--- src/ime_map.vh ---
// constants for the two-wire transaction engine: pins, timing, encodings
`ifndef IME_MAP_VH
`define IME_MAP_VH

// pin bank and pin selection
`define IME_PIN_COUNT      16
`define IME_SEL_HI_BIT     3
`define IME_SDA_PIN_LO     4'h0
`define IME_SDA_PIN_HI     4'h8

// address modes: none, high byte only, high then low byte
`define IME_AMODE_NONE     2'h0
`define IME_AMODE_HIGH     2'h1
`define IME_AMODE_WORD     2'h2

// identity byte layout
`define IME_DIR_BIT        0
`define IME_DIR_WRITE      1'h0
`define IME_DIR_READ       1'h1

// connection attempts before giving up
`define IME_ATTEMPT_LAST   3'h7

// link timing: one quarter of a bit period
`define IME_CLK_NS         100
`define IME_QTR_NS         2500
`define IME_QTR_CYC        ((`IME_QTR_NS + `IME_CLK_NS - 1) / `IME_CLK_NS)

`endif

--- src/ime_engine.v ---
// single-master two-wire transaction engine with combined-format reads
`timescale 1ns/1ps
`include "ime_map.vh"

// What this block does
// - every transfer is a whole eight-bit byte
// - identity byte: seven id bits, direction lsb
// - optional internal address byte follows identity
// - word address: high byte then low byte
// - data bytes follow the address, 0..255; a read of 0 reads 1
// - start and stop generated automatically
// - ninth clock per byte carries acknowledge
// - reads with an address: write id, address, read id
// - sole master, no arbitration, never target
// - pin select 0 or 8, clock next
// - both pins released when transaction ends
// - identity and address bytes are 0..255
// - eight connection attempts, then timeout
module ime_engine
(
  // clock and reset
  input  wire        clk_in,
  input  wire        rst_in,
  // transaction request
  input  wire        start_in,
  input  wire        read_transaction_in,
  input  wire [7:0]  target_identity_byte_in,
  input  wire [1:0]  addr_mode_in,
  input  wire [7:0]  address_high_byte_in,
  input  wire [7:0]  address_low_byte_in,
  input  wire [7:0]  byte_count_in,
  input  wire [3:0]  pin_sel_in,
  // outgoing data list
  input  wire [7:0]  tx_data_in,
  input  wire        tx_valid_in,
  output wire        tx_taken_out,
  // receive destination
  output wire [7:0]  rx_data_out,
  output wire        rx_valid_out,
  // status
  output wire        busy_out,
  output wire        done_out,
  output wire        timeout_out,
  output wire        nack_out,
  // pin bank, open drain
  input  wire [15:0] pin_in,
  output wire [15:0] pin_out,
  output wire [15:0] pin_oe_out
);

  // engine states, one-hot
  localparam [4:0] S_IDLE  = 5'h01;
  localparam [4:0] S_START = 5'h02;
  localparam [4:0] S_BIT   = 5'h04;
  localparam [4:0] S_FETCH = 5'h08;
  localparam [4:0] S_STOP  = 5'h10;

  // byte steps of a transaction, one-hot
  localparam [5:0] T_ID1 = 6'h01;
  localparam [5:0] T_ADH = 6'h02;
  localparam [5:0] T_ADL = 6'h04;
  localparam [5:0] T_ID2 = 6'h08;
  localparam [5:0] T_WR  = 6'h10;
  localparam [5:0] T_RD  = 6'h20;

  localparam [31:0] QTR_LAST = `IME_QTR_CYC - 1;

  reg [4:0]  state_ff;
  reg [5:0]  step_ff;
  reg [1:0]  ph_ff;
  reg [4:0]  qcnt_ff;
  reg [3:0]  bit_ff;
  reg [7:0]  sh_ff;
  reg        ack_ff;
  reg [2:0]  att_ff;
  reg        retry_ff;
  reg        tout_ff;
  reg        err_ff;
  reg [7:0]  cnt_ff;
  reg        rd_ff;
  reg [7:0]  id_ff;
  reg [1:0]  amode_ff;
  reg [7:0]  adh_ff;
  reg [7:0]  adl_ff;
  reg        sel_hi_ff;
  reg [15:0] pin_s1_ff;
  reg [15:0] pin_s2_ff;
  reg [15:0] pin_oe_ff;
  reg [15:0] pin_out_ff;
  reg        tx_taken_ff;
  reg [7:0]  rx_data_ff;
  reg        rx_valid_ff;
  reg        busy_ff;
  reg        done_ff;
  reg        tout_out_ff;
  reg        nack_ff;
  reg        sda_low;
  reg        scl_low;

  // data pin index from the select; clock pin is the next one
  function [3:0] sda_index;
    input sel_hi;
    begin
      sda_index = sel_hi ? `IME_SDA_PIN_HI : `IME_SDA_PIN_LO;
    end
  endfunction

  wire [3:0] sda_idx = sda_index(sel_hi_ff);
  wire [3:0] scl_idx = sda_idx + 4'h1;
  wire       sda_s   = pin_s2_ff[sda_idx];
  wire       scl_s   = pin_s2_ff[scl_idx];

  // read without address goes straight to the read identity
  wire       rd_direct  = rd_ff && (amode_ff == `IME_AMODE_NONE);
  wire [5:0] first_step = rd_direct ? T_ID2 : T_ID1;
  wire [7:0] first_byte = {id_ff[7:1], rd_direct ? `IME_DIR_READ : `IME_DIR_WRITE};
  wire       last_rd    = (cnt_ff == 8'h01);

  // quarter tick; in quarter 1, with the clock released, wait for it to read high
  wire counting = (state_ff == S_START) || (state_ff == S_BIT) || (state_ff == S_STOP);
  wire tick     = counting && (qcnt_ff == QTR_LAST[4:0]) && ((ph_ff != 2'h1) || scl_s);

  // line drive per state and quarter, low or released only
  always @*
  begin
    sda_low = 1'b0;
    scl_low = 1'b0;
    case (state_ff)
      S_START:
      begin
        sda_low = ph_ff[1];
        scl_low = (ph_ff == 2'h0) || (ph_ff == 2'h3);
      end
      S_BIT:
      begin
        scl_low = (ph_ff == 2'h0) || (ph_ff == 2'h3);
        if (bit_ff == 4'h8)
          sda_low = (step_ff == T_RD) && !last_rd;
        else
          sda_low = (step_ff != T_RD) && !sh_ff[7];
      end
      S_FETCH:
      begin
        scl_low = 1'b1; // hold the clock low while data is awaited
      end
      S_STOP:
      begin
        sda_low = !ph_ff[1];
        scl_low = (ph_ff == 2'h0);
      end
      default:
      begin
        sda_low = 1'b0;
        scl_low = 1'b0;
      end
    endcase
  end

  // pin bank: two-flop synchroniser in, registered enables out
  genvar gi;
  generate
    for (gi = 0; gi < `IME_PIN_COUNT; gi = gi + 1)
    begin : g_pin
      always @(posedge clk_in)
      begin
        if (rst_in)
        begin
          pin_s1_ff[gi]  <= 1'b1;
          pin_s2_ff[gi]  <= 1'b1;
          pin_oe_ff[gi]  <= 1'b0;
          pin_out_ff[gi] <= 1'b0;
        end
        else
        begin
          pin_s1_ff[gi]  <= pin_in[gi];
          pin_s2_ff[gi]  <= pin_s1_ff[gi];
          pin_oe_ff[gi]  <= (sda_low && (sda_idx == gi)) || (scl_low && (scl_idx == gi));
          pin_out_ff[gi] <= 1'b0;
        end
      end
    end
  endgenerate

  // quarter-period counter, restarts every tick
  always @(posedge clk_in)
  begin
    if (rst_in || !counting || tick)
      qcnt_ff <= 5'h00;
    else if (qcnt_ff != QTR_LAST[4:0])
      qcnt_ff <= qcnt_ff + 5'h01;
  end

  // transaction sequencer; no arbitration, no target role
  always @(posedge clk_in)
  begin
    if (rst_in)
    begin
      state_ff    <= S_IDLE;
      step_ff     <= T_ID1;
      ph_ff       <= 2'h0;
      bit_ff      <= 4'h0;
      sh_ff       <= 8'h00;
      ack_ff      <= 1'b0;
      att_ff      <= 3'h0;
      retry_ff    <= 1'b0;
      tout_ff     <= 1'b0;
      err_ff      <= 1'b0;
      cnt_ff      <= 8'h00;
      rd_ff       <= 1'b0;
      id_ff       <= 8'h00;
      amode_ff    <= 2'h0;
      adh_ff      <= 8'h00;
      adl_ff      <= 8'h00;
      sel_hi_ff   <= 1'b0;
      tx_taken_ff <= 1'b0;
      rx_data_ff  <= 8'h00;
      rx_valid_ff <= 1'b0;
      busy_ff     <= 1'b0;
      done_ff     <= 1'b0;
      tout_out_ff <= 1'b0;
      nack_ff     <= 1'b0;
    end
    else
    begin
      tx_taken_ff <= 1'b0;
      rx_valid_ff <= 1'b0;
      done_ff     <= 1'b0;
      tout_out_ff <= 1'b0;
      nack_ff     <= 1'b0;
      if (tick)
        ph_ff <= ph_ff + 2'h1;
      case (state_ff)
        S_IDLE:
        begin
          if (start_in)
          begin
            rd_ff     <= read_transaction_in;
            id_ff     <= target_identity_byte_in;
            amode_ff  <= addr_mode_in;
            adh_ff    <= address_high_byte_in;
            adl_ff    <= address_low_byte_in;
            sel_hi_ff <= pin_sel_in[`IME_SEL_HI_BIT];
            cnt_ff    <= (read_transaction_in && (byte_count_in == 8'h00)) ? 8'h01
                                                                           : byte_count_in;
            att_ff    <= 3'h0;
            retry_ff  <= 1'b1;
            tout_ff   <= 1'b0;
            err_ff    <= 1'b0;
            busy_ff   <= 1'b1;
            state_ff  <= S_STOP;
            ph_ff     <= 2'h3; // enters the attempt path below at once
          end
        end
        S_START:
        begin
          if (tick && (ph_ff == 2'h3))
          begin
            state_ff <= S_BIT;
            bit_ff   <= 4'h0;
          end
        end
        S_FETCH:
        begin
          if (tx_valid_in)
          begin
            sh_ff       <= tx_data_in;
            tx_taken_ff <= 1'b1;
            bit_ff      <= 4'h0;
            ph_ff       <= 2'h0;
            state_ff    <= S_BIT;
          end
        end
        S_BIT:
        begin
          if (tick && (ph_ff == 2'h1))
          begin
            if (bit_ff == 4'h8)
              ack_ff <= !sda_s;
            else if (step_ff == T_RD)
              sh_ff <= {sh_ff[6:0], sda_s};
          end
          if (tick && (ph_ff == 2'h3))
          begin
            if (bit_ff != 4'h8)
            begin
              bit_ff <= bit_ff + 4'h1;
              if (step_ff != T_RD)
                sh_ff <= {sh_ff[6:0], 1'b0};
            end
            else
            begin
              bit_ff <= 4'h0;
              case (step_ff)
                T_ID1, T_ID2:
                begin
                  if (!ack_ff)
                  begin
                    state_ff <= S_STOP;
                    if (att_ff == `IME_ATTEMPT_LAST)
                      tout_ff <= 1'b1;
                    else
                    begin
                      retry_ff <= 1'b1;
                      att_ff   <= att_ff + 3'h1;
                    end
                  end
                  else if (step_ff == T_ID2)
                    step_ff <= T_RD;
                  else if (amode_ff != `IME_AMODE_NONE)
                  begin
                    step_ff <= T_ADH;
                    sh_ff   <= adh_ff;
                  end
                  else
                  begin
                    step_ff  <= T_WR;
                    state_ff <= (cnt_ff == 8'h00) ? S_STOP : S_FETCH;
                  end
                end
                T_ADH, T_ADL:
                begin
                  if (!ack_ff)
                  begin
                    err_ff   <= 1'b1;
                    state_ff <= S_STOP;
                  end
                  else if ((step_ff == T_ADH) && (amode_ff[1] == 1'b1))
                  begin
                    step_ff <= T_ADL;
                    sh_ff   <= adl_ff;
                  end
                  else if (rd_ff)
                  begin
                    step_ff  <= T_ID2;
                    sh_ff    <= {id_ff[7:1], `IME_DIR_READ};
                    state_ff <= S_START;
                  end
                  else
                  begin
                    step_ff  <= T_WR;
                    state_ff <= (cnt_ff == 8'h00) ? S_STOP : S_FETCH;
                  end
                end
                T_WR:
                begin
                  cnt_ff <= cnt_ff - 8'h01;
                  if (!ack_ff)
                  begin
                    err_ff   <= 1'b1;
                    state_ff <= S_STOP;
                  end
                  else
                    state_ff <= last_rd ? S_STOP : S_FETCH;
                end
                default:
                begin
                  rx_data_ff  <= sh_ff;
                  rx_valid_ff <= 1'b1;
                  cnt_ff      <= cnt_ff - 8'h01;
                  if (last_rd)
                    state_ff <= S_STOP;
                end
              endcase
            end
          end
        end
        default:
        begin
          // stop; also the launch point of each connection attempt
          if ((tick || !busy_ff || retry_ff) && (ph_ff == 2'h3) && (tick || !counting
              || retry_ff))
          begin
            if (retry_ff)
            begin
              retry_ff <= 1'b0;
              step_ff  <= first_step;
              sh_ff    <= first_byte;
              ph_ff    <= 2'h0;
              state_ff <= S_START;
            end
            else
            begin
              state_ff    <= S_IDLE;
              busy_ff     <= 1'b0;
              done_ff     <= 1'b1;
              tout_out_ff <= tout_ff;
              nack_ff     <= err_ff;
            end
          end
        end
      endcase
    end
  end

  assign tx_taken_out = tx_taken_ff;
  assign rx_data_out  = rx_data_ff;
  assign rx_valid_out = rx_valid_ff;
  assign busy_out     = busy_ff;
  assign done_out     = done_ff;
  assign timeout_out  = tout_out_ff;
  assign nack_out     = nack_ff;
  assign pin_out      = pin_out_ff;
  assign pin_oe_out   = pin_oe_ff;

endmodule // ime_engine

--- config.mk ---
export PLATFORM = sky130hd
export DESIGN_NAME = ime_engine
export DESIGN_NICKNAME = d
export VERILOG_FILES = /design/src/ime_engine.v
export VERILOG_INCLUDE_DIRS = /design/src
export SDC_FILE = /design/constraint.sdc
export NUM_CORES = 1
export LEC_CHECK = 0
export ABC_AREA = 1
export BUFFER_PORTS_ARGS = -buffer_cell sky130_fd_sc_hd__clkbuf_2
export CORE_UTILIZATION = 45
export DETAILED_ROUTE_END_ITERATION = 7
export GPL_TIMING_DRIVEN = 1
export PLACE_DENSITY = 0.77
export SLEW_MARGIN = 20
export SYNTH_ARGS = -nofsm -noshare
export SYNTH_HDL_FRONTEND = slang
export SYNTH_SLANG_ARGS = --single-unit
export TNS_END_PERCENT = 100
--- constraint.sdc ---
create_clock -name clk_in -period 5.13 [get_ports clk_in]
set_clock_uncertainty 0.05 [all_clocks]
set_input_delay 1.026 -clock clk_in [delete_from_list [all_inputs] [get_ports clk_in]]
set_output_delay 1.026 -clock clk_in [all_outputs]
set_load 0.02 [all_outputs]
* After elaboration in Yosys (flattened, before gate mapping)
Cells that the tools add are included.
W data, S select, Z words.
** Word-level totals
- Logic and storage cells :: 387
- Input port bits :: 67
- Flip-flop bits (word level) :: 135
** Operators by class
- Reduce and logical (&&, ||, !) cells :: 118
- Bitwise operators :: 10
- Equality and inequality tests :: 70
- Muxes and demuxes :: 108
- $add $sub $neg :: 6
- Magnitude comparators :: 2
** Operators by type and width (count)
- $mux W8 :: 20
- $mux W5 :: 19
- $eq A4 B4 Y1 const B :: 17
- $logic_and A1 B1 Y1 :: 43
- $mux W6 :: 7
- $eq A4 B3 Y1 const B :: 8
- $pmux W8 S2 :: 2
- $logic_or A1 B1 Y1 :: 26
- $mux W1 :: 26
- $mux W4 :: 6
- $pmux W6 S2 :: 2
- $pmux W8 S3 :: 1
- $pmux W5 S4 :: 1
- $mux W3 :: 6
- $eq A4 B2 Y1 const B :: 4
- $logic_not A8 Y1 :: 2
- $ne A4 B4 Y1 const B :: 4
- $reduce_and A4 Y1 :: 4
- $reduce_and A8 Y1 :: 2
- $pmux W5 S3 :: 1
- $ne A2 B2 Y1 const B :: 7
- $reduce_and A7 Y1 :: 2
- $mux W2 :: 6
- $ne A2 B1 Y1 const B :: 6
- 51 further kinds :: 92

* Longest topological paths before layout
- Word-level depth :: 15
- Depth in mapped cells :: 17
- Mapped depth without buffers :: 17

* Worst setup path after synthesis
OpenSTA, ideal clock, no wires.
- Path kind :: input-to-reg
- Start point :: in start_in
- End point :: reg cnt_ff[7]
- Stages :: 8
- Arrival time :: 1.796 ns
- Path buffers :: 1
- Library setup time :: 0.132 ns
- Required time :: 4.948 ns
- Path slack :: 3.152 ns
- Cell sequence :: nor2_1 > nand3b_2 > inv_2 > nand2_1 > inv_2 > buf_4 > o211ai_1 > a21oi_1
** Between the ends
- Longest elaborated chain between the ends :: 2
** Ends and longest elaborated chain
- start: declaration :: RTL line ime_engine.v:25 : input wire start_in,
- $ne A2 B2 Y1 (no source line)
- $reduce_and A5 Y1 (no source line)
- end signal: assignment :: RTL line ime_engine.v:243 : cnt_ff <= (read_transaction_in && (byte_count_in == 8'h00)) ? 8'h01
- end signal: assignment :: RTL line ime_engine.v:346 : cnt_ff <= cnt_ff - 8'h01;
- end signal: assignment :: RTL line ime_engine.v:359 : cnt_ff <= cnt_ff - 8'h01;
- end: declaration :: RTL line ime_engine.v:79 : reg [7:0] cnt_ff;
No other way between the ends.
A chain may end at the register's enable or synchronous reset.

* Final worst setup path
- Start point :: reg bit_ff[0]
- End point :: reg state_ff[0]
** Between the ends
- Longest elaborated chain between the ends :: 3
** Ends and longest elaborated chain
- start: declaration :: RTL line ime_engine.v:72 : reg [3:0] bit_ff;
- start signal: assignment :: RTL line ime_engine.v:286 : bit_ff <= bit_ff + 4'h1;
- $ne A4 B4 Y1 :: RTL line ime_engine.v:284 : if (bit_ff != 4'h8)
- $ne A2 B2 Y1 (no source line)
- $reduce_and A10 Y1 (no source line)
- end signal: assignment :: RTL line ime_engine.v:317 : state_ff <= (cnt_ff == 8'h00) ? S_STOP : S_FETCH;
- end signal: assignment :: RTL line ime_engine.v:341 : state_ff <= (cnt_ff == 8'h00) ? S_STOP : S_FETCH;
- end signal: assignment :: RTL line ime_engine.v:353 : state_ff <= last_rd ? S_STOP : S_FETCH;
- end: declaration :: RTL line ime_engine.v:68 : reg [4:0] state_ff;
No other way between the ends.

==> impl_metrics.env <==
export IMPL_cts_root_buf="clkbuf_16"
export IMPL_dp_slack_ps=2360
export IMPL_cts_setup_buffers=0
export IMPL_synth_area_mm2=0.00583
export IMPL_area_growth_pct=10.2
export IMPL_antenna_left=0
export IMPL_post_route_util_pct=50.9
export IMPL_crit_type="flop to flop"
export IMPL_slew_violations=0
export IMPL_ios=113
export IMPL_status="finished, final reports clean"
export IMPL_yosys_register_bits=98
export IMPL_p_int_uw=1520
export IMPL_crit_buf_inv=3
export IMPL_hpwl_mm=10.5
export IMPL_final_common_cell="nand2_1"
export IMPL_cp_slowest_cell="inv_1"
export IMPL_critPathRequiredTime_ps=5310
export IMPL_ys_seq_area_share_pct=33.6
export IMPL_cts_hold_buf=0
export IMPL_drc=0
export IMPL_viasPerCell=5.20
export IMPL_cts_resized=0
export IMPL_synthAdderAreaFrac_pct=2.36
export IMPL_max_slew_margin_pct=46.1
export IMPL_cts_tree="done"
export IMPL_fin_crit_sh_pct=55.8
export IMPL_drive_above_1_share_pct=15.0
export IMPL_p_leak_uw=0.00290
export IMPL_synth_compound_gate_area_share_pct=18.0
export IMPL_htree_num_levels=3
export IMPL_gr_usage_met3_pct=3.29
export IMPL_placed_area_mm2=0.00613
export IMPL_ys_warn_count=0
export IMPL_final_cells=1109
export IMPL_hold_viol_final=0
export IMPL_cp_common_cell="inv_1"
export IMPL_crit_chain="inv_1 -> ha_1 -> nand3_1 -> inv_1 -> nor2_1 -> inv_1 -> nand2_1 -> nor3_1 -> nand2_2 -> a21oi_1 -> o21ai_1"
export IMPL_use_met2_pct=35.6
export IMPL_netlist_instances=886
export IMPL_numCtsBuffers=9
export IMPL_cts_sinks=98
export IMPL_cp_max_fo=22
export IMPL_routedWlPerCell_um=13.1
export IMPL_synthMuxAreaShare_pct=0
export IMPL_initial_core_util_pct=46.2
export IMPL_worstMarginPinSlew_ps=807
export IMPL_die_w_um=116
export IMPL_path_delay_family="simple AND/OR/NAND/NOR gates"
export IMPL_p_switching_uw=910
export IMPL_syn_avg_cell_area_um2=6.58
export IMPL_max_freq_mhz=350
export IMPL_drv_cap=0
export IMPL_grt_max_degree=55
export IMPL_overflow=0
export IMPL_arrival_ps=3040
export IMPL_pwr_share_seq_pct=39.8
export IMPL_ys_types=44
export IMPL_start_kind="flop"
export IMPL_track_usage_pct=22.2
export IMPL_cts_path_max_buffers=2
export IMPL_rsz0062_at_grt="no"
export IMPL_clkTransAtPathRegs_ps=70
export IMPL_drt_wl_total_mm=14.5
export IMPL_hold_path_class="flop to flop"
export IMPL_slowest_delay_ps=670
export IMPL_dieArea_mm2=0.0134
export IMPL_antenna_found_initial=0
export IMPL_clockPowerShare_pct=28.3
export IMPL_fin_area_mm2=0.00643
export IMPL_busiest_layer="met2"
export IMPL_cp_end_kind="flop"
export IMPL_clk_latency_ps=360
export IMPL_synth_top_family_by_area="simple AND/OR/NAND/NOR gates"
export IMPL_comb_power_share_pct=31.9
export IMPL_dieHeight_um=116
export IMPL_synth_xor_area_share_pct=0.601
export IMPL_finalNetCount=1011
export IMPL_dp_cells=1094
export IMPL_finalSetupViolations=0
export IMPL_yosys_area_share_simple_pct=32.7
export IMPL_p_per_area_mw_per_mm2=378
export IMPL_grt_pass1_vias=4953
export IMPL_antenna_cells=0
export IMPL_switching_share_pct=37.4
export IMPL_ir_drop_v=0.000243
export IMPL_drt_iter0_drc=404
export IMPL_core_mm2=0.0126
export IMPL_worst_slack_ps=2270
export IMPL_grt_use_met1_pct=29.9
export IMPL_final_cell_mix="249 x nand2_1, 117 x a21oi_1, 98 x dfxtp_1"
export IMPL_rows=41
export IMPL_firstDrtPassIters=7
export IMPL_fin_tns_setup_ps=0
export IMPL_io_buffers=68
export IMPL_grt_pass1_wl_mm=23.6
export IMPL_gp_routability_congestion=0.917
export IMPL_period_needed_ps=2860
export IMPL_num_vias=5763
[cell families (layout without fill, tap and decap cells)]
group,Yosys count,in the layout
xor gates and xnor gates,4,4
buffers and inverters,157,181
other,1,28
and+or+nand+nor,414,414
DFF,98,98
AOI/OAI and AO/OA,201,201
adders and majority gates,11,11
[metal layers]
metal  routed length [µm]  vias up
met1                 6700     2610
met2                 6560      190
met4                  348        0
met3                  875       31
li1                     -     2932
met5                    0        -
[area by class of cell]
class	count	area, µm²
clock buffer	11	243
clock inverter	4	51.3
fill	1335	6190
inverter	95	359
multi-input combinational	658	3230
sequential	98	1960
tap	172	215
timing repair buffer	71	363
[worst register-to-register path, cell delays in order, from the launching register on]
cell	delay [ps]
dfxtp_1	330
inv_1	90
ha_1	140
nand3_1	330
inv_1	670
nor2_1	160
inv_1	130
nand2_1	60
nor3_1	340
nand2_2	200
a21oi_1	150
o21ai_1	80
[Yosys cell counts]
library cell  instances  area share, %
a211oi_1              4           0.52
a21oi_1             117             10
a21oi_2               1           0.15
a22oi_1               1           0.13
a311oi_1              1           0.15
a31oi_1               2           0.21
buf_1                 1          0.064
buf_2                 4           0.34
buf_4                33            4.2
buf_6                 2           0.39
clkbuf_1             22            1.4
clkinv_1              1          0.064
conb_1                1          0.064
dfxtp_1              98             34
ha_1                 11            2.4
inv_1                84            5.4
inv_2                 9           0.58
inv_4                 1           0.11
nand2_1             249             16
nand2_2               5           0.54
nand2_4               1           0.19
nand3_1              35            3.0
nand3_2               6            1.0
nand3_4               2           0.60
nand3b_1              1           0.13
nand3b_2              1           0.19
nand4_1              18            1.9
nand4_2               2           0.43
nor2_1               45            2.9
nor2_2               10            1.1
nor2_4                6            1.2
nor3_1               19            1.6
nor3_4                2           0.56
nor4_1                2           0.21
o2111ai_1             1           0.15
o211ai_1              4           0.52
o21a_1                1           0.13
o21ai_0              52            4.5
o21ai_1              15            1.3
o31ai_1               1           0.13
o41ai_1               1           0.15
or2_2                10            1.1
xnor2_1               3           0.45
xor2_1                1           0.15
[sequential cells by signal (all words and copies together), names as in the netlist, 5 cells and up]
signal       cells
id_ff            7
adh_ff           8
qcnt_ff          5
sh_ff            8
cnt_ff           8
state_ff         5
step_ff          6
adl_ff           8
rx_data_out      8
[power groups by stage]
stage	Combinational (µW)	Clock, µW	Sequential, µW
finish	776	688	968
global route	876	724	982
CTS	769	695	967
detailed placement	761	0	984
global placement	743	0	980
floorplan	621	0	964
[stage by stage]
stage / hold WS, ps / total power (µW)
floorplan: 339 / 1580
finish: 355 / 2430
detailed placement: 346 / 1740
global placement: 342 / 1720
CTS: 356 / 2430
global route: 371 / 2580
[final timing paths]
kind           startpoint  slack [ps]  cells after the start            to
max             bit_ff[0]        2270                     11   state_ff[0]
min          pin_s1_ff[0]         360                      1  pin_s2_ff[0]
max reg2reg     bit_ff[0]        2270                     11   state_ff[0]
min reg2reg  pin_s1_ff[0]         360                      1  pin_s2_ff[0]
Note: power is estimated with default switching activity, not from simulation.
